===== src/pin_port_pkg.sv =====
// constants shared by the pin drive mode control block
package pin_port_pkg;

	// ------------------------------------------------------------
	// port shape
	// ------------------------------------------------------------
	localparam int NUM_PINS = 8;
	localparam int MODE_W = 3;
	localparam logic [7:0] USB_PINS_DEFAULT = 8'hc0;
	localparam logic [7:0] SPECIAL_PINS_DEFAULT = 8'h00;

	// ------------------------------------------------------------
	// register byte offsets, and the pin form page number matched against address bits 7:5
	// ------------------------------------------------------------
	localparam logic [7:0] OFF_OUTPUT_DATA = 8'h00;
	localparam logic [7:0] OFF_PIN_STATE = 8'h04;
	localparam logic [7:0] OFF_DRIVE_MODE0 = 8'h08;
	localparam logic [7:0] OFF_DRIVE_MODE1 = 8'h0c;
	localparam logic [7:0] OFF_DRIVE_MODE2 = 8'h10;
	localparam logic [7:0] OFF_BYPASS = 8'h14;
	localparam logic [7:0] OFF_REGULATED = 8'h18;
	localparam logic [7:0] OFF_USB_MODE = 8'h1c;
	localparam logic [7:0] OFF_INT_RISE = 8'h20;
	localparam logic [7:0] OFF_INT_FALL = 8'h24;
	localparam logic [7:0] OFF_INT_STATUS = 8'h28;
	localparam logic [7:0] OFF_PORT_MODE_ALL = 8'h30;
	localparam logic [2:0] OFF_PIN_FORM_PAGE = 3'h2;

	// ------------------------------------------------------------
	// pin form field positions
	// ------------------------------------------------------------
	localparam int PF_DATA = 0;
	localparam int PF_MODE_LO = 1;
	localparam int PF_BYPASS = 4;
	localparam int PF_RISE = 5;
	localparam int PF_FALL = 6;
	localparam int PF_STATE = 7;

	// ------------------------------------------------------------
	// reset values
	// ------------------------------------------------------------
	localparam logic [23:0] DRIVE_MODE_RESET = 24'h000000;
	localparam logic [7:0] BYTE_RESET = 8'h00;

	// ------------------------------------------------------------
	// drive mode codes
	// ------------------------------------------------------------
	localparam logic [2:0] MODE_HIZ_ANALOG = 3'h0;
	localparam logic [2:0] MODE_HIZ_DIGITAL = 3'h1;
	localparam logic [2:0] MODE_RES_UP = 3'h2;
	localparam logic [2:0] MODE_RES_DOWN = 3'h3;
	localparam logic [2:0] MODE_OD_LOW = 3'h4;
	localparam logic [2:0] MODE_OD_HIGH = 3'h5;
	localparam logic [2:0] MODE_STRONG = 3'h6;
	localparam logic [2:0] MODE_RES_BOTH = 3'h7;

endpackage : pin_port_pkg


===== src/port_ctrl_if.sv =====
// signals between the control top, the drive decoder and the edge monitor
`timescale 1ns/1ps
`default_nettype none
interface port_ctrl_if;
	logic [7:0][2:0] drive_mode_bits;
	logic [7:0] drive_data;
	logic [7:0] regulated;
	logic usb_mode;
	logic [7:0] oe;
	logic [7:0] dout;
	logic [7:0] pull_up;
	logic [7:0] pull_down;
	logic [7:0] inbuf_en;
	logic [7:0] pad_raw;
	logic [7:0] rise_en;
	logic [7:0] fall_en;
	logic [7:0] status_clr;
	logic [7:0] level;
	logic [7:0] status;
	modport ctrl (output drive_mode_bits, drive_data, regulated, usb_mode, pad_raw, rise_en,
		fall_en, status_clr, input oe, dout, pull_up, pull_down, inbuf_en, level, status);
	modport drv (input drive_mode_bits, drive_data, regulated, usb_mode,
		output oe, dout, pull_up, pull_down, inbuf_en);
	modport evt (input pad_raw, rise_en, fall_en, status_clr, output level, status);
endinterface : port_ctrl_if
`default_nettype wire


===== src/drive_mode_decoder.sv =====
// per-pin drive mode decode into pad driver controls
`timescale 1ns/1ps
`default_nettype none
module drive_mode_decoder
	import pin_port_pkg::*;
#(
	parameter logic [7:0] USB_PINS = USB_PINS_DEFAULT
) (
	port_ctrl_if.drv bus
);

	// ------------------------------------------------------------
	// decode {oe, dout, pull_up, pull_down, inbuf}
	// ------------------------------------------------------------
	function automatic logic [4:0] decode_mode(input logic [2:0] m, input logic d,
		input logic reg_out);
		logic [4:0] r;
		r = 5'h01;
		unique case (m)
			MODE_HIZ_ANALOG: r = 5'h00;
			MODE_HIZ_DIGITAL: r = 5'h01;
			MODE_RES_UP: r = d ? 5'h05 : 5'h11;
			MODE_RES_DOWN: r = d ? 5'h19 : 5'h03;
			MODE_OD_LOW: r = d ? 5'h01 : 5'h11;
			MODE_OD_HIGH: r = d ? 5'h19 : 5'h01;
			MODE_STRONG: r = {1'b1, d, 3'h1};
			MODE_RES_BOTH: r = d ? 5'h05 : 5'h03;
		endcase
		if (reg_out) begin
			r[2:1] = 2'h0;
		end
		return r;
	endfunction : decode_mode

	// ------------------------------------------------------------
	// pin loop
	// ------------------------------------------------------------
	always_comb begin
		logic [4:0] c;
		c = 5'h00;
		for (int i = 0; i < NUM_PINS; i++) begin
			if (USB_PINS[i]) begin
				if (bus.usb_mode) begin
					c = 5'h01;
				end else if (bus.drive_mode_bits[i][0]) begin
					c = {1'b1, bus.drive_data[i], 3'h1};
				end else if (bus.drive_data[i]) begin
					c = {2'h0, bus.drive_mode_bits[i][1], 1'b0, 1'b1};
				end else begin
					c = 5'h11;
				end
			end else begin
				c = decode_mode(bus.drive_mode_bits[i], bus.drive_data[i], bus.regulated[i]);
			end
			bus.oe[i] = c[4];
			bus.dout[i] = c[3];
			bus.pull_up[i] = c[2];
			bus.pull_down[i] = c[1];
			bus.inbuf_en[i] = c[0];
		end
	end

endmodule : drive_mode_decoder
`default_nettype wire


===== src/pin_edge_monitor.sv =====
// pin input synchroniser, edge detect and sticky interrupt status
`timescale 1ns/1ps
`default_nettype none
module pin_edge_monitor
	import pin_port_pkg::*;
(
	input wire logic clk,
	input wire logic arst_n,
	port_ctrl_if.evt bus
);

	typedef struct packed {
		logic [7:0] sync1;
		logic [7:0] sync2;
		logic [7:0] prev;
		logic [7:0] status;
	} edge_state_type;

	edge_state_type st_reg;
	edge_state_type st_next;

	// ------------------------------------------------------------
	// next state
	// ------------------------------------------------------------
	always_comb begin
		logic [7:0] events;
		events = '0;
		st_next = st_reg;
		st_next.sync1 = bus.pad_raw;
		st_next.sync2 = st_reg.sync1;
		st_next.prev = st_reg.sync2;
		events = (bus.rise_en & st_reg.sync2 & ~st_reg.prev) |
			(bus.fall_en & ~st_reg.sync2 & st_reg.prev);
		st_next.status = (st_reg.status & ~bus.status_clr) | events;
	end

	always_ff @(posedge clk or negedge arst_n) begin
		if (!arst_n) begin
			st_reg <= '0;
		end else begin
			st_reg <= st_next;
		end
	end

	assign bus.level = st_reg.sync2;
	assign bus.status = st_reg.status;

endmodule : pin_edge_monitor
`default_nettype wire


===== src/pin_drive_mode_control.sv =====
// pin drive mode control for one eight-pin port with an apb register slave
//
// Behaviour
// - each general or special pin has a 3-bit mode; 000 and 001 are high impedance
// - drive follows output data, or digital system signal when bypass is set
// - 010 resistive high/strong low; 011 strong high/resistive low
// - 100 open drain low: high-z for 1, strong low for 0
// - 101 open drain high: strong high for 1, high-z for 0
// - 110 strong both ways; 111 resistive both ways
// - regulated special pins offer no resistive pulls
// - usb-capable pin drive enable is bit 7/6 of mode plane 0
// - usb-capable pin pull-up enable is bit 7/6 of mode plane 1
// - usb pins: 00 open drain low, drive 1 strong, pull only resistive high
// - usb mode makes usb pin drive and pull bits ineffective
// - port-wide configuration writes leave usb pin mode bits alone
// - registers reachable per port and per pin, same bits underneath
// - pin state read path separate from stored output data
// - each pin interrupts on rising, falling or both edges
// - the port has its own interrupt request line
// - no level interrupts; synced levels go out to the digital system
// - reset drive configuration is user programmable, applied at reset
// - after reset driver and input buffer are off; usb pins 7/6 here come out of reset driving strong low with input buffer on
// - each enabled edge sets the pin status bit and requests an interrupt
//
// Register access over APB and the register addresses were chosen for this implementation.
`timescale 1ns/1ps
`default_nettype none
module pin_drive_mode_control
	import pin_port_pkg::*;
#(
	parameter logic [7:0] USB_PINS = USB_PINS_DEFAULT,
	parameter logic [7:0] SPECIAL_PINS = SPECIAL_PINS_DEFAULT,
	parameter logic [23:0] RESET_DRIVE_MODE = DRIVE_MODE_RESET
) (
	// clock and reset
	input wire logic REF_CLK_IN,
	input wire logic ARST_N_IN,
	// apb slave
	input wire logic PSEL_IN,
	input wire logic PENABLE_IN,
	input wire logic PWRITE_IN,
	input wire logic [7:0] PADDR_IN,
	input wire logic [31:0] PWDATA_IN,
	output logic [31:0] PRDATA_OUT,
	output logic PREADY_OUT,
	output logic PSLVERR_OUT,
	// pads
	input wire logic [7:0] PAD_IN,
	output logic [7:0] PAD_OUT,
	output logic [7:0] PAD_OE_OUT,
	output logic [7:0] PAD_PULL_UP_OUT,
	output logic [7:0] PAD_PULL_DOWN_OUT,
	output logic [7:0] PAD_INBUF_EN_OUT,
	// digital system
	input wire logic [7:0] DSI_DATA_IN,
	output logic [7:0] DSI_PIN_LEVEL_OUT,
	output logic USB_MODE_OUT,
	output logic PORT_IRQ_OUT
);

	typedef struct packed {
		logic [7:0] output_data_reg;
		logic [7:0] dm0;
		logic [7:0] dm1;
		logic [7:0] dm2;
		logic [7:0] output_bypass_select;
		logic [7:0] regulated;
		logic usb_mode;
		logic [7:0] rise_en;
		logic [7:0] fall_en;
		logic [31:0] prdata;
		logic pready;
		logic pslverr;
		logic [7:0] pad_out;
		logic [7:0] pad_oe;
		logic [7:0] pad_pu;
		logic [7:0] pad_pd;
		logic [7:0] pad_inen;
		logic [7:0] dsi_level;
		logic irq;
		logic usb_out;
	} ctrl_state_type;

	// general pins take port-wide mode writes, usb pins do not
	localparam logic [7:0] GENERAL_PINS = ~USB_PINS;

	// ------------------------------------------------------------
	// reset image
	// ------------------------------------------------------------
	function automatic logic [7:0] plane(input logic [23:0] modes, input int bit_sel);
		logic [7:0] p;
		p = '0;
		for (int i = 0; i < NUM_PINS; i++) begin
			p[i] = modes[i * MODE_W + bit_sel];
		end
		return p;
	endfunction : plane

	localparam ctrl_state_type RESET_STATE = '{
		output_data_reg: BYTE_RESET,
		dm0: plane(RESET_DRIVE_MODE, 0),
		dm1: plane(RESET_DRIVE_MODE, 1),
		dm2: plane(RESET_DRIVE_MODE, 2) & GENERAL_PINS,
		output_bypass_select: BYTE_RESET,
		regulated: BYTE_RESET,
		usb_mode: 1'b0,
		rise_en: BYTE_RESET,
		fall_en: BYTE_RESET,
		prdata: 32'h00000000,
		pready: 1'b0,
		pslverr: 1'b0,
		pad_out: BYTE_RESET,
		pad_oe: BYTE_RESET,
		pad_pu: BYTE_RESET,
		pad_pd: BYTE_RESET,
		pad_inen: BYTE_RESET,
		dsi_level: BYTE_RESET,
		irq: 1'b0,
		usb_out: 1'b0
	};

	ctrl_state_type st_reg;
	ctrl_state_type st_next;

	port_ctrl_if pc ();

	// ------------------------------------------------------------
	// sub blocks
	// ------------------------------------------------------------
	drive_mode_decoder #(
		.USB_PINS(USB_PINS)
	) u_decoder (
		.bus(pc.drv)
	);

	pin_edge_monitor u_edges (
		.clk(REF_CLK_IN),
		.arst_n(ARST_N_IN),
		.bus(pc.evt)
	);

	// ------------------------------------------------------------
	// sub block wiring
	// ------------------------------------------------------------
	always_comb begin
		for (int i = 0; i < NUM_PINS; i++) begin
			pc.drive_mode_bits[i] = {st_reg.dm2[i], st_reg.dm1[i], st_reg.dm0[i]};
		end
	end

	assign pc.drive_data = (st_reg.output_bypass_select & DSI_DATA_IN) |
		(~st_reg.output_bypass_select & st_reg.output_data_reg);
	assign pc.regulated = st_reg.regulated & SPECIAL_PINS;
	assign pc.usb_mode = st_reg.usb_mode;
	assign pc.pad_raw = PAD_IN;
	assign pc.rise_en = st_reg.rise_en;
	assign pc.fall_en = st_reg.fall_en;

	// ------------------------------------------------------------
	// apb decode and register update
	// ------------------------------------------------------------
	logic access;
	logic hit;
	logic pin_form;
	logic [2:0] pin_idx;
	logic [31:0] rd;
	logic [7:0] wd;
	logic [7:0] clr;

	always_comb begin
		access = PSEL_IN & PENABLE_IN & st_reg.pready;
		pin_form = (PADDR_IN[7:5] == OFF_PIN_FORM_PAGE) && (PADDR_IN[1:0] == 2'h0);
		pin_idx = PADDR_IN[4:2];
		wd = PWDATA_IN[7:0];
		hit = 1'b1;
		rd = 32'h00000000;
		if (pin_form) begin
			rd[PF_DATA] = st_reg.output_data_reg[pin_idx];
			rd[PF_MODE_LO] = st_reg.dm0[pin_idx];
			rd[PF_MODE_LO + 1] = st_reg.dm1[pin_idx];
			rd[PF_MODE_LO + 2] = st_reg.dm2[pin_idx];
			rd[PF_BYPASS] = st_reg.output_bypass_select[pin_idx];
			rd[PF_RISE] = st_reg.rise_en[pin_idx];
			rd[PF_FALL] = st_reg.fall_en[pin_idx];
			rd[PF_STATE] = pc.level[pin_idx];
		end else begin
			unique case (PADDR_IN)
				OFF_OUTPUT_DATA: rd[7:0] = st_reg.output_data_reg;
				OFF_PIN_STATE: rd[7:0] = pc.level;
				OFF_DRIVE_MODE0: rd[7:0] = st_reg.dm0;
				OFF_DRIVE_MODE1: rd[7:0] = st_reg.dm1;
				OFF_DRIVE_MODE2: rd[7:0] = st_reg.dm2;
				OFF_BYPASS: rd[7:0] = st_reg.output_bypass_select;
				OFF_REGULATED: rd[7:0] = st_reg.regulated;
				OFF_USB_MODE: rd[0] = st_reg.usb_mode;
				OFF_INT_RISE: rd[7:0] = st_reg.rise_en;
				OFF_INT_FALL: rd[7:0] = st_reg.fall_en;
				OFF_INT_STATUS: rd[7:0] = pc.status;
				OFF_PORT_MODE_ALL: rd = 32'h00000000;
				default: hit = 1'b0;
			endcase
		end

		st_next = st_reg;
		clr = 8'h00;
		st_next.pready = PSEL_IN & PENABLE_IN & ~st_reg.pready;
		st_next.pslverr = st_next.pready & ~hit;
		st_next.prdata = (st_next.pready && !PWRITE_IN && hit) ? rd : 32'h00000000;

		if (access && PWRITE_IN && hit) begin
			if (pin_form) begin
				st_next.output_data_reg[pin_idx] = wd[PF_DATA];
				st_next.dm0[pin_idx] = wd[PF_MODE_LO];
				st_next.dm1[pin_idx] = wd[PF_MODE_LO + 1];
				st_next.dm2[pin_idx] = wd[PF_MODE_LO + 2] & GENERAL_PINS[pin_idx];
				st_next.output_bypass_select[pin_idx] = wd[PF_BYPASS];
				st_next.rise_en[pin_idx] = wd[PF_RISE];
				st_next.fall_en[pin_idx] = wd[PF_FALL];
			end else begin
				unique case (PADDR_IN)
					OFF_OUTPUT_DATA: st_next.output_data_reg = wd;
					OFF_DRIVE_MODE0: st_next.dm0 = wd;
					OFF_DRIVE_MODE1: st_next.dm1 = wd;
					OFF_DRIVE_MODE2: st_next.dm2 = wd & GENERAL_PINS;
					OFF_BYPASS: st_next.output_bypass_select = wd;
					OFF_REGULATED: st_next.regulated = wd & SPECIAL_PINS;
					OFF_USB_MODE: st_next.usb_mode = wd[0];
					OFF_INT_RISE: st_next.rise_en = wd;
					OFF_INT_FALL: st_next.fall_en = wd;
					OFF_INT_STATUS: clr = wd;
					OFF_PORT_MODE_ALL: begin
						st_next.dm0 = (st_reg.dm0 & USB_PINS) | ({8{wd[0]}} & GENERAL_PINS);
						st_next.dm1 = (st_reg.dm1 & USB_PINS) | ({8{wd[1]}} & GENERAL_PINS);
						st_next.dm2 = {8{wd[2]}} & GENERAL_PINS;
					end
					default: clr = 8'h00;
				endcase
			end
		end

		// registered pad and system outputs
		st_next.pad_out = pc.dout;
		st_next.pad_oe = pc.oe;
		st_next.pad_pu = pc.pull_up;
		st_next.pad_pd = pc.pull_down;
		st_next.pad_inen = pc.inbuf_en;
		st_next.dsi_level = pc.level;
		st_next.irq = |pc.status;
		// usb mode flag leaves in step with the pad controls it switches
		st_next.usb_out = st_reg.usb_mode;
	end

	assign pc.status_clr = clr;

	// ------------------------------------------------------------
	// state register
	// ------------------------------------------------------------
	always_ff @(posedge REF_CLK_IN or negedge ARST_N_IN) begin
		if (!ARST_N_IN) begin
			st_reg <= RESET_STATE;
		end else begin
			st_reg <= st_next;
		end
	end

	// ------------------------------------------------------------
	// outputs
	// ------------------------------------------------------------
	assign PRDATA_OUT = st_reg.prdata;
	assign PREADY_OUT = st_reg.pready;
	assign PSLVERR_OUT = st_reg.pslverr;
	assign PAD_OUT = st_reg.pad_out;
	assign PAD_OE_OUT = st_reg.pad_oe;
	assign PAD_PULL_UP_OUT = st_reg.pad_pu;
	assign PAD_PULL_DOWN_OUT = st_reg.pad_pd;
	assign PAD_INBUF_EN_OUT = st_reg.pad_inen;
	assign DSI_PIN_LEVEL_OUT = st_reg.dsi_level;
	assign USB_MODE_OUT = st_reg.usb_out;
	assign PORT_IRQ_OUT = st_reg.irq;

endmodule : pin_drive_mode_control
`default_nettype wire


===== config.mk =====
export PLATFORM = sky130hd
export DESIGN_NAME = pin_drive_mode_control
export DESIGN_NICKNAME = d
export VERILOG_FILES = /design/src/pin_port_pkg.sv /design/src/port_ctrl_if.sv /design/src/drive_mode_decoder.sv /design/src/pin_edge_monitor.sv /design/src/pin_drive_mode_control.sv
export SDC_FILE = /design/constraint.sdc
export NUM_CORES = 1
export LEC_CHECK = 0
export BUFFER_PORTS_ARGS = -buffer_cell sky130_fd_sc_hd__buf_2
export CAP_MARGIN = 20
export CORE_MARGIN = 10
export CORE_UTILIZATION = 46
export DETAILED_ROUTE_END_ITERATION = 8
export GPL_TIMING_DRIVEN = 0
export PLACE_DENSITY = 0.71
export SYNTH_ARGS = -nofsm -noshare
export SYNTH_HDL_FRONTEND = slang
export SYNTH_SLANG_ARGS = --single-unit

===== constraint.sdc =====
create_clock -name REF_CLK_IN -period 1.9 [get_ports REF_CLK_IN]
set_input_delay 0 -clock REF_CLK_IN [delete_from_list [all_inputs] [get_ports REF_CLK_IN]]
set_output_delay 0 -clock REF_CLK_IN [all_outputs]
set_load 0.005 [all_outputs]

After elaboration in Yosys (flattened, before gate mapping). Memories as Yosys holds them, arrays and structs flattened. Index checks and enable logic that the tools add are counted.

Memories kept: 1. ROM bits: 8. Output and inout bits: 84. Register bits after elaboration: 141. Bits in writable memories: 0. Input port bits: 61. Logic and storage cells: 221. Latch bits: 0.

Multiply operators: 0. Mux-type cells: 86. Shift operators: 0. Eq/ne operators: 54. Add/sub/neg operators: 0. Reduce and logical (&&, ||, !) cells: 32. Div/mod/pow operators: 0. Order comparisons: 2. Bitwise gates (word level): 24.

Memory list: (no name shown) (depth 8, bits a word 1, read ports 1, clocked after memory_dff 0, write ports 0, line pin_drive_mode_control.sv:215) `st_next.dm2[pin_idx] = wd[PF_MODE_LO + 2] & GENERAL_PINS[pin_idx];`.

Operators with widths (number): one-hot mux 5 bit (8 select lines) (6); two-way mux 5 bit (30); == test 3 bit (second input constant) (24); two-way mux 8 bit (9); one-hot mux 7 bit (9 select lines) (1); AND 8 bit (7); bitwise mux 8 bit (7); one-hot mux 8 bit (2 select lines) (3); two-way mux 40 bit (1); == test 3 x 2 -> 1 bit (second input constant) (13); == test 8 x 5 -> 1 bit (second input constant) (4); == test 8 x 6 -> 1 bit (second input constant) (4); inverter 8 bit (4); binary-select mux 1 bit (select 3 bit) (8); bitwise OR 8 bit (3); == test 3 x 1 -> 1 bit (second input constant) (6); logical NOT 3 bit (6); two-way mux 3 bit (6); == test 8 x 4 -> 1 bit (second input constant) (2); two-way mux 16 bit (1); bitwise OR 8 x 6 -> 8 bit (2); AND reduction 2 bit (7); two-way mux 1 bit (12); OR reduction 12 bit (1); other kinds (15) (31).

Longest topological paths before layout. Gate-level depths: netlist of the first run.

Depth in word-level cells: 9. Gate-level depth with buffers: 9.

Modules after synthesis. From an unflattened synthesis of the first run, not the netlist that was laid out.

Cell total of the unflattened synthesis: 835. Area, all modules: 8541.9 sq um.

Modules (own cells, without submodules): pin_drive_mode_control (cells an instance 659, seq. area each 2927.8 sq um, area each 6727.7 sq um, times used 1); pin_edge_monitor (cells an instance 80, seq. area each 800.8 sq um, area each 1157.4 sq um, times used 1); drive_mode_decoder (cells an instance 96, seq. area each 0.0 sq um, area each 656.9 sq um, times used 1).

Least setup slack after synthesis of the first run. Ideal clock, no wire load.

Path kind: register to register. Start: reg st_reg, in the netlist PREADY_OUT. End: reg st_reg, in the netlist pc.drive_mode_bits[14]. Arrival: 1.840 ns. Clock period less this slack: 1.965 ns. Buffers on the path: 1. Path slack: -0.065 ns. Cell stages (with the launch flop): 7. Path through: dfrtp_1 nand2_1 nor4_2 o21ai_0 clkbuf_1 nor2_1 mux2_2.

Word-level cells in the longest chain between the ends: 4.

Ends and longest elaborated chain: start: declaration (line pin_drive_mode_control.sv:122) `ctrl_state_type st_reg;`; start signal: assignment (line pin_drive_mode_control.sv:262) `st_reg <= st_next;`; AND 1 bit (line pin_drive_mode_control.sv:171) `access = PSEL_IN & PENABLE_IN & st_reg.pready;`; logical AND 1 bit (2 in a row) (line pin_drive_mode_control.sv:210) `if (access && PWRITE_IN && hit) begin`; AND reduction 2 bit (no line).

No other way between the ends. A chain may end at the register's enable or synchronous reset.

Worst setup path in the final report of the first run.
Start: in PADDR_IN[5]. End: reg st_reg, in the netlist pc.drive_mode_bits[2].

Word-level cells in the longest chain between the ends: 6.

Ends and longest elaborated chain: start: declaration (line pin_drive_mode_control.sv:42) `input wire logic [7:0] PADDR_IN,`; == test 8 x 6 -> 1 bit (tied with other cells) (line pin_drive_mode_control.sv:187) `unique case (PADDR_IN)`; OR reduction 12 bit (no line); two-way mux 1 bit (line pin_drive_mode_control.sv:187); two-way mux 1 bit (line pin_drive_mode_control.sv:177) `if (pin_form) begin`; logical AND 1 bit (line pin_drive_mode_control.sv:210); AND reduction 2 bit (no line).

Several ways; a longest one is shown, not always the timed one. The select of a mux whose other input is x is not followed.

==> out/results.ini, run 1 <==
[cts]
cts_buffer_depth = 2
worstSkewPairLatency_ps = 430
cts_tree = done
root_buffer = clkbuf_16
clock-sinks = 138
numCtsBuffers = 17
cts.clk_slew.worst_paths_ps = 60
ctsHtreeMaxLevel = 4

[final_layout]
final_cell_mix = dfrtp_1, buf_2, buf_4
post-route-util_pct = 57.3
area_growth_pct = 23.3
drive_above_1_share_pct = 31.7
largest_reg_flops = 24
num_antenna_cells = 0
final_cells = 1201
nets = 1024
mostFrequentLayoutCell = dfrtp_1

[timing]
setup_violations = 2
worst_pin_slew_ps = 993
rsz0062_at_grt = true
drv_slew = 0
min_period_ps = 1910
clock.fmax_mhz = 523
hold_viol_final = 0
slew_headroom_pct = 33.3
setup-tns-final_ps = -20.1
hold_ws_ps = 19.4
finalWorstSetupSlack_ps = -11.4
final.period_utilization_pct = 101
fin_skew_ps = 10.3

[placed_design]
port_buffers = 92
gp_congestion = 1.01
place.detailed.hpwl_um = 20500
placed_cells = 1147

[global_routing]
overflow = 0
antenna_found_initial = 0
grt_max_degree = 80
grt_pass1_wl_um = 42000
globalRouteTotalUtil_pct = 24.4
grt_pass1_vias = 6813

[detailed_routing]
antenna_left = 0
dr.pass1.iters = 6
wire_per_inst_um = 23.2
remaining_drc_errors = 0
first_iter_violations = 786
routed_via_density = 5.87
wl_um = 27900
vias = 7045

[setup_path]
critPathMaxStageDelay_ps = 810
cp_top_family = simple AND/OR/NAND/NOR gates
path_cells = buf_2 -> or4bb_1 -> nor3_1 -> a21oi_1 -> a2bb2oi_1 -> o31ai_1
path_buf_inv = 1
crit_type = primary input to register
slowest_stage = nor3_1
cp-end-kind = register
crit_required_ps = 2230
crit_path_start_kind = primary input
critical_path_arrival_ps = 2250
cp_max_fo = 10

[synthesis]
synth-edff-count = 0
netlist_area_um2 = 7990
ys_warn_count = 0
ys_async_sr_fraction_pct = 100
ys_seq_area_share_pct = 43.2
ys_seq_elements = 138
synth_top_flop_cell = dfrtp_1
synth.avg_cell_area_um2 = 9.93
netlist_instances = 804
synth.distinct_cells = 68

[worst_hold_path]
hold_class = primary input to register

[floorplanning]
die_area_um2 = 23000
row_count = 48
die_h_um = 152
io-pin-count = 145
start_util_pct = 46.5
core-area_um2 = 17200
die_width_um = 152

[power]
irDropWorstVdd_mv = 0.615
power_density_nw_per_um2 = 747
p_leak_nw = 4.49

[outcome]
violations = negative setup slack
outcome = finished, violations left

[run]
drv_cap = 0

cells in the mapped netlist, types with 10 or more instances:
cell | number | share of area [%]
a21boi_0 | 12 | 1.1
a21oi_1 | 37 | 2.3
buf_2 | 15 | 0.94
buf_4 | 80 | 7.5
clkbuf_1 | 43 | 2.0
dfrtp_1 | 138 | 43
mux2_2 | 24 | 3.4
mux2i_1 | 24 | 3.0
mux4_2 | 19 | 5.4
nand2_1 | 54 | 2.5
nand3_1 | 10 | 0.63
nor2_1 | 58 | 2.7
nor3_1 | 22 | 1.4
o211ai_1 | 10 | 0.94
o21ai_0 | 48 | 3.0
o22a_1 | 12 | 1.3
o22ai_1 | 11 | 0.86
o31ai_1 | 27 | 2.5
xnor2_1 | 11 | 1.2
kinds of logic (layout without fill, tap and decap cells):
logic type | count (synthesis) | count (layout) | share of synthesized area, %
multiplexers | 67 | 67 | 11.7
AO/OA/AOI/OAI | 225 | 225 | 18.9
XOR/XNOR | 12 | 12 | 1.32
buffers and inverters | 153 | 300 | 11.4
adder cells (fa/ha/maj) | 1 | 1 | 0.125
flip-flops | 138 | 138 | 43.2
other | 2 | 27 | 0.0940
AND/OR/NAND/NOR | 206 | 206 | 13.2
where the power goes:
| group | internal (mW) | leakage, nW | total [mW] | switching, mW |
|---|---|---|---|---|
| sequential | 2.99 | 1.81 | 3.03 | 0.0427 |
| clock | 2.36 | 0.306 | 3.64 | 1.29 |
| combinational | 0.272 | 2.38 | 0.689 | 0.417 |
cell type report:
class	instances	area, um2
Clock inverter	12	196
Multi-Input combinational cell	538	3800
Buffer	143	908
Sequential cell	138	3450
Clock buffer	20	447
Tap cell	225	282
Timing Repair Buffer	119	743
Fill cell	1524	7330
Inverter	6	22.5
repair_timing:
action / 4_1_cts / 5_1_grt
gates cloned: 0 / 0
setup buffers: 5 / 1
setup endpoints to repair: 68 / 58
pin swaps: 1 / 1
hold endpoints to repair: 84 / 0
hold buffers: 20 / 0
gates resized for setup: 13 / 39
worst min-delay path, cell delays in order:
cell and delay (ps):
buf_2 140, o22a_1 150, o22a_1 130
stage by stage:
step / setup slack [ps] / instance area [um2] / total power [mW]
after global placement: -1050 / 8830 / 3.70
after global routing: -91.3 / 9850 / 7.59
after CTS: 41.0 / 9770 / 7.39
after detailed placement: -740 / 8860 / 3.71
final: -11.4 / 9850 / 7.36
after floorplan: 72.3 / 8090 / 3.43
routing by layer:
metal | share of wire, % | vias to the layer above | wire [um] | global-route usage (%)
met5 | 0 | - | 0 | 0
met4 | 3.4 | 0 | 950 | 9.96
met3 | 10 | 70 | 2810 | 5.49
met2 | 44 | 423 | 12300 | 35.6
met1 | 43 | 3393 | 11900 | 34.4
li1 | - | 3159 | - | -
path summary, 6_finish.rpt:
check	slack, ps	to	depth (start not counted)	from
min reg2reg	350	u_edges.bus.level[0]	0	u_edges.st_next[16]
max reg2reg	40	PRDATA_OUT[5]	4	pc.drive_mode_bits[15]
min	20	pc.rise_en[4]	3	PWDATA_IN[4]
max in group asynchronous	1020	pc.drive_mode_bits[19]	3	ARST_N_IN
min in group asynchronous	100	pc.rise_en[1]	2	ARST_N_IN
max	-10	pc.drive_mode_bits[2]	6	PADDR_IN[5]
No activity file was read; power rests on OpenSTA's default activity.
==> run 2, diff against run 1 <==
--- a/config.mk
+++ b/config.mk
@@ -5,13 +5,14 @@
 export SDC_FILE = /design/constraint.sdc
 export NUM_CORES = 1
 export LEC_CHECK = 0
+export ABC_AREA = 1
 export BUFFER_PORTS_ARGS = -buffer_cell sky130_fd_sc_hd__buf_2
 export CAP_MARGIN = 20
 export CORE_MARGIN = 10
 export CORE_UTILIZATION = 46
 export DETAILED_ROUTE_END_ITERATION = 8
 export GPL_TIMING_DRIVEN = 0
-export PLACE_DENSITY = 0.71
+export PLACE_DENSITY = 0.7
 export SYNTH_ARGS = -nofsm -noshare
 export SYNTH_HDL_FRONTEND = slang
 export SYNTH_SLANG_ARGS = --single-unit
==> out/results.ini, run 2 <==
[timing]
hold_viol_final = 0  ; unchanged
setup_violations = 0  ; was 2
slew_headroom_pct = 27.1  ; was 33.3%
rsz0062_at_grt = false  ; was true
setup-tns-final_ps = 0  ; was -20.1 ps
fin_skew_ps = 7.73  ; was 10.3 ps
finalWorstSetupSlack_ps = 74.1  ; was -11.4 ps
final.period_utilization_pct = 96.1  ; was 101%
worst_pin_slew_ps = 1080  ; was 993 ps
drv_slew = 0  ; unchanged
min_period_ps = 1830  ; was 1910 ps
clock.fmax_mhz = 548  ; was 523 MHz

[cts]
worstSkewPairLatency_ps = 420  ; was 430 ps
clock-sinks = 138  ; unchanged
cts_buffer_depth = 2  ; unchanged
numCtsBuffers = 17  ; unchanged
postCtsSetupBuffers = 0  ; was 5
root_buffer = clkbuf_16  ; unchanged
ctsHtreeMaxLevel = 4  ; unchanged
cts_tree = done  ; unchanged
cts.clk_slew.worst_paths_ps = 70  ; was 60 ps

[final_layout]
largest_reg_flops = 24  ; unchanged
area_growth_pct = 20.7  ; was 23.3%
post-route-util_pct = 56.1  ; was 57.3%
drive_above_1_share_pct = 20.2  ; was 31.7%
nets = 1339  ; was 1024
fill_cells = 1755  ; was 1524
final_cell_mix = nand2_1, dfrtp_1, nand4_1  ; was dfrtp_1, buf_2, buf_4
final_cells = 1520  ; was 1201
mostFrequentLayoutCell = nand2_1  ; was dfrtp_1
num_antenna_cells = 0  ; unchanged

[setup_path]
critical_path_arrival_ps = 2130  ; was 2250 ps
crit_path_start_kind = primary input  ; unchanged
cp-end-kind = register  ; unchanged
crit_required_ps = 2210  ; was 2230 ps
crit_type = primary input to register  ; unchanged
cp_max_fo = 10  ; unchanged

[floorplanning]
row_count = 49  ; was 48
core-area_um2 = 17900  ; was 17200 um2
die_h_um = 154  ; was 152 um
io-pin-count = 145  ; unchanged
die_width_um = 154  ; was 152 um
die_area_um2 = 23900  ; was 23000 um2
start_util_pct = 46.5  ; about the same

[power]
irDropWorstVdd_mv = 0.628  ; was 0.615 mV
power_density_nw_per_um2 = 705  ; was 747 nW/um2
p_leak_nw = 5.00  ; was 4.49 nW
power_switching_mw = 1.88  ; was 1.75 mW
p_int_mw = 5.19  ; was 5.61 mW
p_clk_share_pct = 48.6  ; was 49.5%
seq_power_share_pct = 42.4  ; was 41.2%
combPwrFrac_pct = 9.0  ; was 9.4%
power.total_mw = 7.07  ; was 7.36 mW
switching_share_pct = 26.6  ; was 23.7%

[placed_design]
placed_cells = 1465  ; was 1147
gp_congestion = 0.983  ; was 1.01
dp_worst_setup_slack_ps = -364  ; was -740 ps
place.detailed.hpwl_um = 24400  ; was 20500 um
port_buffers = 93  ; was 92

[synthesis]
ys_top_cells_by_count = nand2_1, dfrtp_1, nand4_1, inv_1, nor2_1  ; was dfrtp_1, buf_4, nor2_1, nand2_1, o21ai_0
synth_top_cell_by_area = dfrtp_1  ; unchanged
yosysTopAreaCellShare_pct = 41.5  ; was 43.2%
ys_seq_area_share_pct = 41.5  ; was 43.2%
synth.area.top_cells = dfrtp_1, nand2_1, nand4_1  ; was dfrtp_1, buf_4, mux4_2
netlist_area_um2 = 8320  ; was 7990 um2
synth.distinct_cells = 39  ; was 68
ys_warn_count = 0  ; unchanged
synth-edff-count = 0  ; unchanged
synth_top_flop_cell = dfrtp_1  ; unchanged
ys_async_sr_fraction_pct = 100  ; unchanged
netlist_instances = 1117  ; was 804
ys_seq_elements = 138  ; unchanged
synth.avg_cell_area_um2 = 7.45  ; was 9.93 um2
yosys.cell_count.top_type = nand2_1  ; was dfrtp_1

[run]
drv_cap = 0  ; unchanged

[global_routing]
antenna_found_initial = 0  ; unchanged
grt_pass1_wl_um = 48900  ; was 42000 um
grt_max_degree = 81  ; was 80
overflow = 0  ; unchanged
grt_pass1_vias = 8215  ; was 6813
globalRouteTotalUtil_pct = 26.5  ; was 24.4%

[detailed_routing]
wl_um = 32300  ; was 27900 um
vias = 8648  ; was 7045
remaining_drc_errors = 0  ; unchanged
first_iter_violations = 1027  ; was 786
antenna_left = 0  ; unchanged
dr.pass1.iters = 6  ; unchanged
routed_via_density = 5.69  ; was 5.87
wire_per_inst_um = 21.3  ; was 23.2 um

[outcome]
outcome = complete, no violations  ; was finished, violations left

[worst_hold_path]
hold_class = primary input to register  ; unchanged

==> run 2: cell count changes in the layout (fill, tap and decap cells not counted), sizes merged, moves of 24 or more <==
cell   change
inv       +97
mux2      -24
nand2    +240
nand4    +109
nor2      +37
o21ai     +32
o31ai     -29
==> run 2: stage by stage <==
step / hold slack (ps) / instance area [um2]
after floorplan: -296 / 8410
after global placement: 109 / 9160
after detailed placement: 7.46 / 9200
after CTS: 7.61 / 10000
after global routing: 29.6 / 10000
final: 10.6 / 10000
==> run 2: area by class of cell <==
| type | instances | area, um2 | area share [%] |
|---|---|---|---|
| repair buffers | 118 | 739 | 7.37 |
| multi-input cells | 773 | 3730 | 37.1 |
| inverters | 98 | 369 | 3.68 |
| clock inverters | 14 | 160 | 1.60 |
| plain buffers | 132 | 861 | 8.58 |
| flip-flops and latches | 138 | 3450 | 34.4 |
| well taps | 229 | 287 | 2.85 |
| clock buffers | 18 | 439 | 4.38 |
==> run 2: timing repair <==
action,in CTS,in global routing
resized for setup,0,5
endpoints found under the hold margin,82,0
setup endpoints to repair,0,11
hold buffers,24,0
==> run 2: logic make-up after synthesis <==
group                  count (synthesis)  share of synthesized area (%)
AND/OR/NAND/NOR                      570                           31.0
buffers and inverters                231                           14.8
other                                  2                         0.0903
XOR/XNOR                               4                          0.421
AO/OA/AOI/OAI                        171                           12.1
flip-flops                           138                           41.5
multiplexers                           1                          0.120
==> run 2: per-layer routing <==
layer	vias up	track usage, %	part of all wire [%]
li1	3999	-	-
met1	4008	34.9	41
met2	554	40.6	45
met3	87	7.15	11
met4	0	9.90	3.5
met5	-	0	0
==> run 2: power by group through the flow <==
stage | sequential (mW) | clock [mW] | combinational (mW)
global route | 3.00 | 3.61 | 0.690
floorplan | 3.04 | 0 | 0.315
detailed placement | 3.05 | 0 | 0.578
finish | 3.00 | 3.44 | 0.635
CTS | 3.00 | 3.46 | 0.618
global placement | 3.05 | 0 | 0.569
==> run 2: path summary, 6_finish.rpt <==
| path | from | slack, ps | cells past startpoint | end |
|---|---|---|---|---|
| min reg2reg | u_edges.st_next[16] | 340 | 0 | u_edges.bus.level[0] |
| max reg2reg | PREADY_OUT | 120 | 6 | pc.drive_mode_bits[15] |
| min | PWDATA_IN[4] | 10 | 4 | u_edges.bus.status[4] |
| max | PADDR_IN[2] | 70 | 8 | pc.drive_mode_bits[8] |
| max in group asynchronous | ARST_N_IN | 990 | 3 | PAD_OE_OUT[4] |
| min in group asynchronous | ARST_N_IN | 110 | 2 | pc.fall_en[1] |
==> run 2: critical path: stages <==
cell	delay, ps
buf_2	130
inv_2	80
nand2_2	200
o21ai_0	910
clkbuf_1	470
nand4_1	190
nand2_1	90
nand2_1	50
==> run 3, diff against run 2 <==
--- a/config.mk
+++ b/config.mk
@@ -6,13 +6,15 @@
 export NUM_CORES = 1
 export LEC_CHECK = 0
 export ABC_AREA = 1
-export BUFFER_PORTS_ARGS = -buffer_cell sky130_fd_sc_hd__buf_2
 export CAP_MARGIN = 20
 export CORE_MARGIN = 10
 export CORE_UTILIZATION = 46
 export DETAILED_ROUTE_END_ITERATION = 8
+export DONT_BUFFER_PORTS = 1
 export GPL_TIMING_DRIVEN = 0
-export PLACE_DENSITY = 0.7
+export HOLD_SLACK_MARGIN = 0.06
+export PLACE_DENSITY = 0.63
+export SETUP_SLACK_MARGIN = 0.05
 export SYNTH_ARGS = -nofsm -noshare
 export SYNTH_HDL_FRONTEND = slang
 export SYNTH_SLANG_ARGS = --single-unit
==> out/results.ini, run 3 (synthesized netlist as in run 2, its figures left out) <==
[global_routing]
antenna_found_initial = 0  ; unchanged
grt_max_degree = 139  ; was 81
globalRouteTotalUtil_pct = 26.6  ; was 26.5%
overflow = 0  ; unchanged
grt_pass1_vias = 7808  ; was 8215
grt_pass1_wl_um = 48900  ; about the same

[cts]
numCtsBuffers = 17  ; unchanged
ctsHoldBuffers = 29  ; was 24
cts_tree = done  ; unchanged
ctsHtreeMaxLevel = 4  ; unchanged
worstSkewPairLatency_ps = 440  ; was 420 ps
clock-sinks = 138  ; unchanged
cts_buffer_depth = 2  ; unchanged
root_buffer = clkbuf_16  ; unchanged
cts.clk_slew.worst_paths_ps = 60  ; was 70 ps
postCtsSetupBuffers = 0  ; unchanged

[detailed_routing]
routed_via_density = 5.84  ; was 5.69
wire_per_inst_um = 23.0  ; was 21.3 um
dr.pass1.iters = 5  ; was 6
antenna_left = 0  ; unchanged
first_iter_violations = 1224  ; was 1027
vias = 8366  ; was 8648
remaining_drc_errors = 0  ; unchanged
wl_um = 32900  ; was 32300 um

[floorplanning]
die_width_um = 154  ; unchanged
start_util_pct = 46.5  ; unchanged
io-pin-count = 145  ; unchanged
die_area_um2 = 23900  ; unchanged
core-area_um2 = 17900  ; unchanged
row_count = 49  ; unchanged
die_h_um = 154  ; unchanged

[power]
irDropWorstVdd_mv = 0.656  ; was 0.628 mV
p_leak_nw = 4.56  ; was 5.00 nW
power_density_nw_per_um2 = 719  ; was 705 nW/um2
power.total_mw = 6.90  ; was 7.07 mW

[timing]
min_period_ps = 1810  ; was 1830 ps
final.period_utilization_pct = 95.3  ; was 96.1%
worst_pin_slew_ps = 888  ; was 1080 ps
setup-tns-final_ps = 0  ; unchanged
drv_slew = 0  ; unchanged
setup_violations = 0  ; unchanged
hold_viol_final = 138  ; was 0
fin_skew_ps = 7.50  ; was 7.73 ps
hold_ws_ps = -741  ; was 10.6 ps
slew_headroom_pct = 40.2  ; was 27.1%
clock.fmax_mhz = 552  ; was 548 MHz
rsz0062_at_grt = true  ; was false

[placed_design]
place.detailed.hpwl_um = 24200  ; was 24400 um
gp_congestion = 0.990  ; was 0.983
port_buffers = 0  ; was 93
placed_area_um2 = 8700  ; was 9200 um2

[final_layout]
mostFrequentLayoutCell = nand2_1  ; unchanged
nets = 1251  ; was 1339
fill_cells = 1816  ; was 1755
postLayoutCellArea_um2 = 9600  ; was 10000 um2
area_growth_pct = 15.4  ; was 20.7%
largest_reg_flops = 24  ; unchanged
final_cell_mix = nand2_1, dfrtp_1, nand4_1  ; unchanged
drive_above_1_share_pct = 14.1  ; was 20.2%
seq_area_um2 = 3450  ; unchanged
multiInputGateArea_um2 = 3740  ; was 3730 um2

[outcome]
violations = negative hold slack
outcome = finished, violations left  ; was complete, no violations

[worst_hold_path]
hold_class = primary input to async pin  ; was primary input to register

[setup_path]
crit_required_ps = 2250  ; was 2210 ps
crit_path_start_kind = primary input  ; unchanged
cp-end-kind = register  ; unchanged
crit_type = primary input to register  ; unchanged
cp_max_fo = 7  ; was 10
critical_path_arrival_ps = 2160  ; was 2130 ps

[run]
drv_cap = 0  ; unchanged

-- run 3: cell types whose count changed in the layout (fill, tap and decap cells not counted), moves of 2 or more --
cell and change:
dlygate4sd3_1 +5, nand2_2 +2, inv_6 -2, buf_2 -92, nand2_1 -2
-- run 3: cell type report --
cell class / count / area share (%)
multi-input combinational: 773 / 39.0
sequential: 138 / 36.0
buffer: 133 / 9.06
clock buffer: 19 / 4.61
inverter: 98 / 3.87
timing repair buffer: 29 / 3.02
tap: 229 / 2.99
clock inverter: 12 / 1.46
antenna: 1 / 0.0261
-- run 3: critical path, stage by stage --
cell and delay (ps):
dlygate4sd3_1 550, nand2_1 80, dlygate4sd3_1 570, nor2_1 140, inv_1 70, nor2_1 250
nand2_2 150, inv_4 130, nand3_1 80, nor2_1 140
-- run 3: through the flow --
step | worst slack (ps) | instances | hold WS [ps] | utilization (%)
global placement | -381 | 1371 | -289 | 48.6
global route | 40.7 | 1431 | -745 | 53.6
detailed placement | -293 | 1371 | -289 | 48.6
finish | 89.3 | 1432 | -741 | 53.6
floorplan | 466 | 1142 | -296 | -
CTS | 70.4 | 1431 | -740 | 53.5
-- run 3: final timing paths --
kind	cells after the start	startpoint	slack (ps)	endpoint
min in group REF_CLK_IN	6	PADDR_IN[6]	90	pc.usb_mode
setup / recovery	10	PENABLE_IN	90	PRDATA_OUT[0]
max in group asynchronous	0	ARST_N_IN	2310	pc.drive_mode_bits[5]
hold reg to reg	0	u_edges.st_next[23]	350	u_edges.bus.level[7]
hold / removal	0	ARST_N_IN	-740	PAD_OE_OUT[1]
setup reg to reg	6	PREADY_OUT	90	st_reg[111]
-- run 3: power breakdown --
group / internal [mW] / switching, mW
Clock: 1.98 / 1.40
Sequential: 2.97 / 0.0232
Combinational: 0.180 / 0.349
-- run 3: per-layer routing --
metal  track usage, %  up-vias  wire length (um)
met3             6.46       85              3640
li1                 -     3823                 -
met4             11.0        0              1340
met2             39.3      557             14200
met1             36.4     3901             13700
met5                0        -                 0
-- run 3: what timing repair did --
item,CTS,global route
hold endpoints to repair,230,138
setup endpoints to repair,0,43
gates resized for setup,0,13
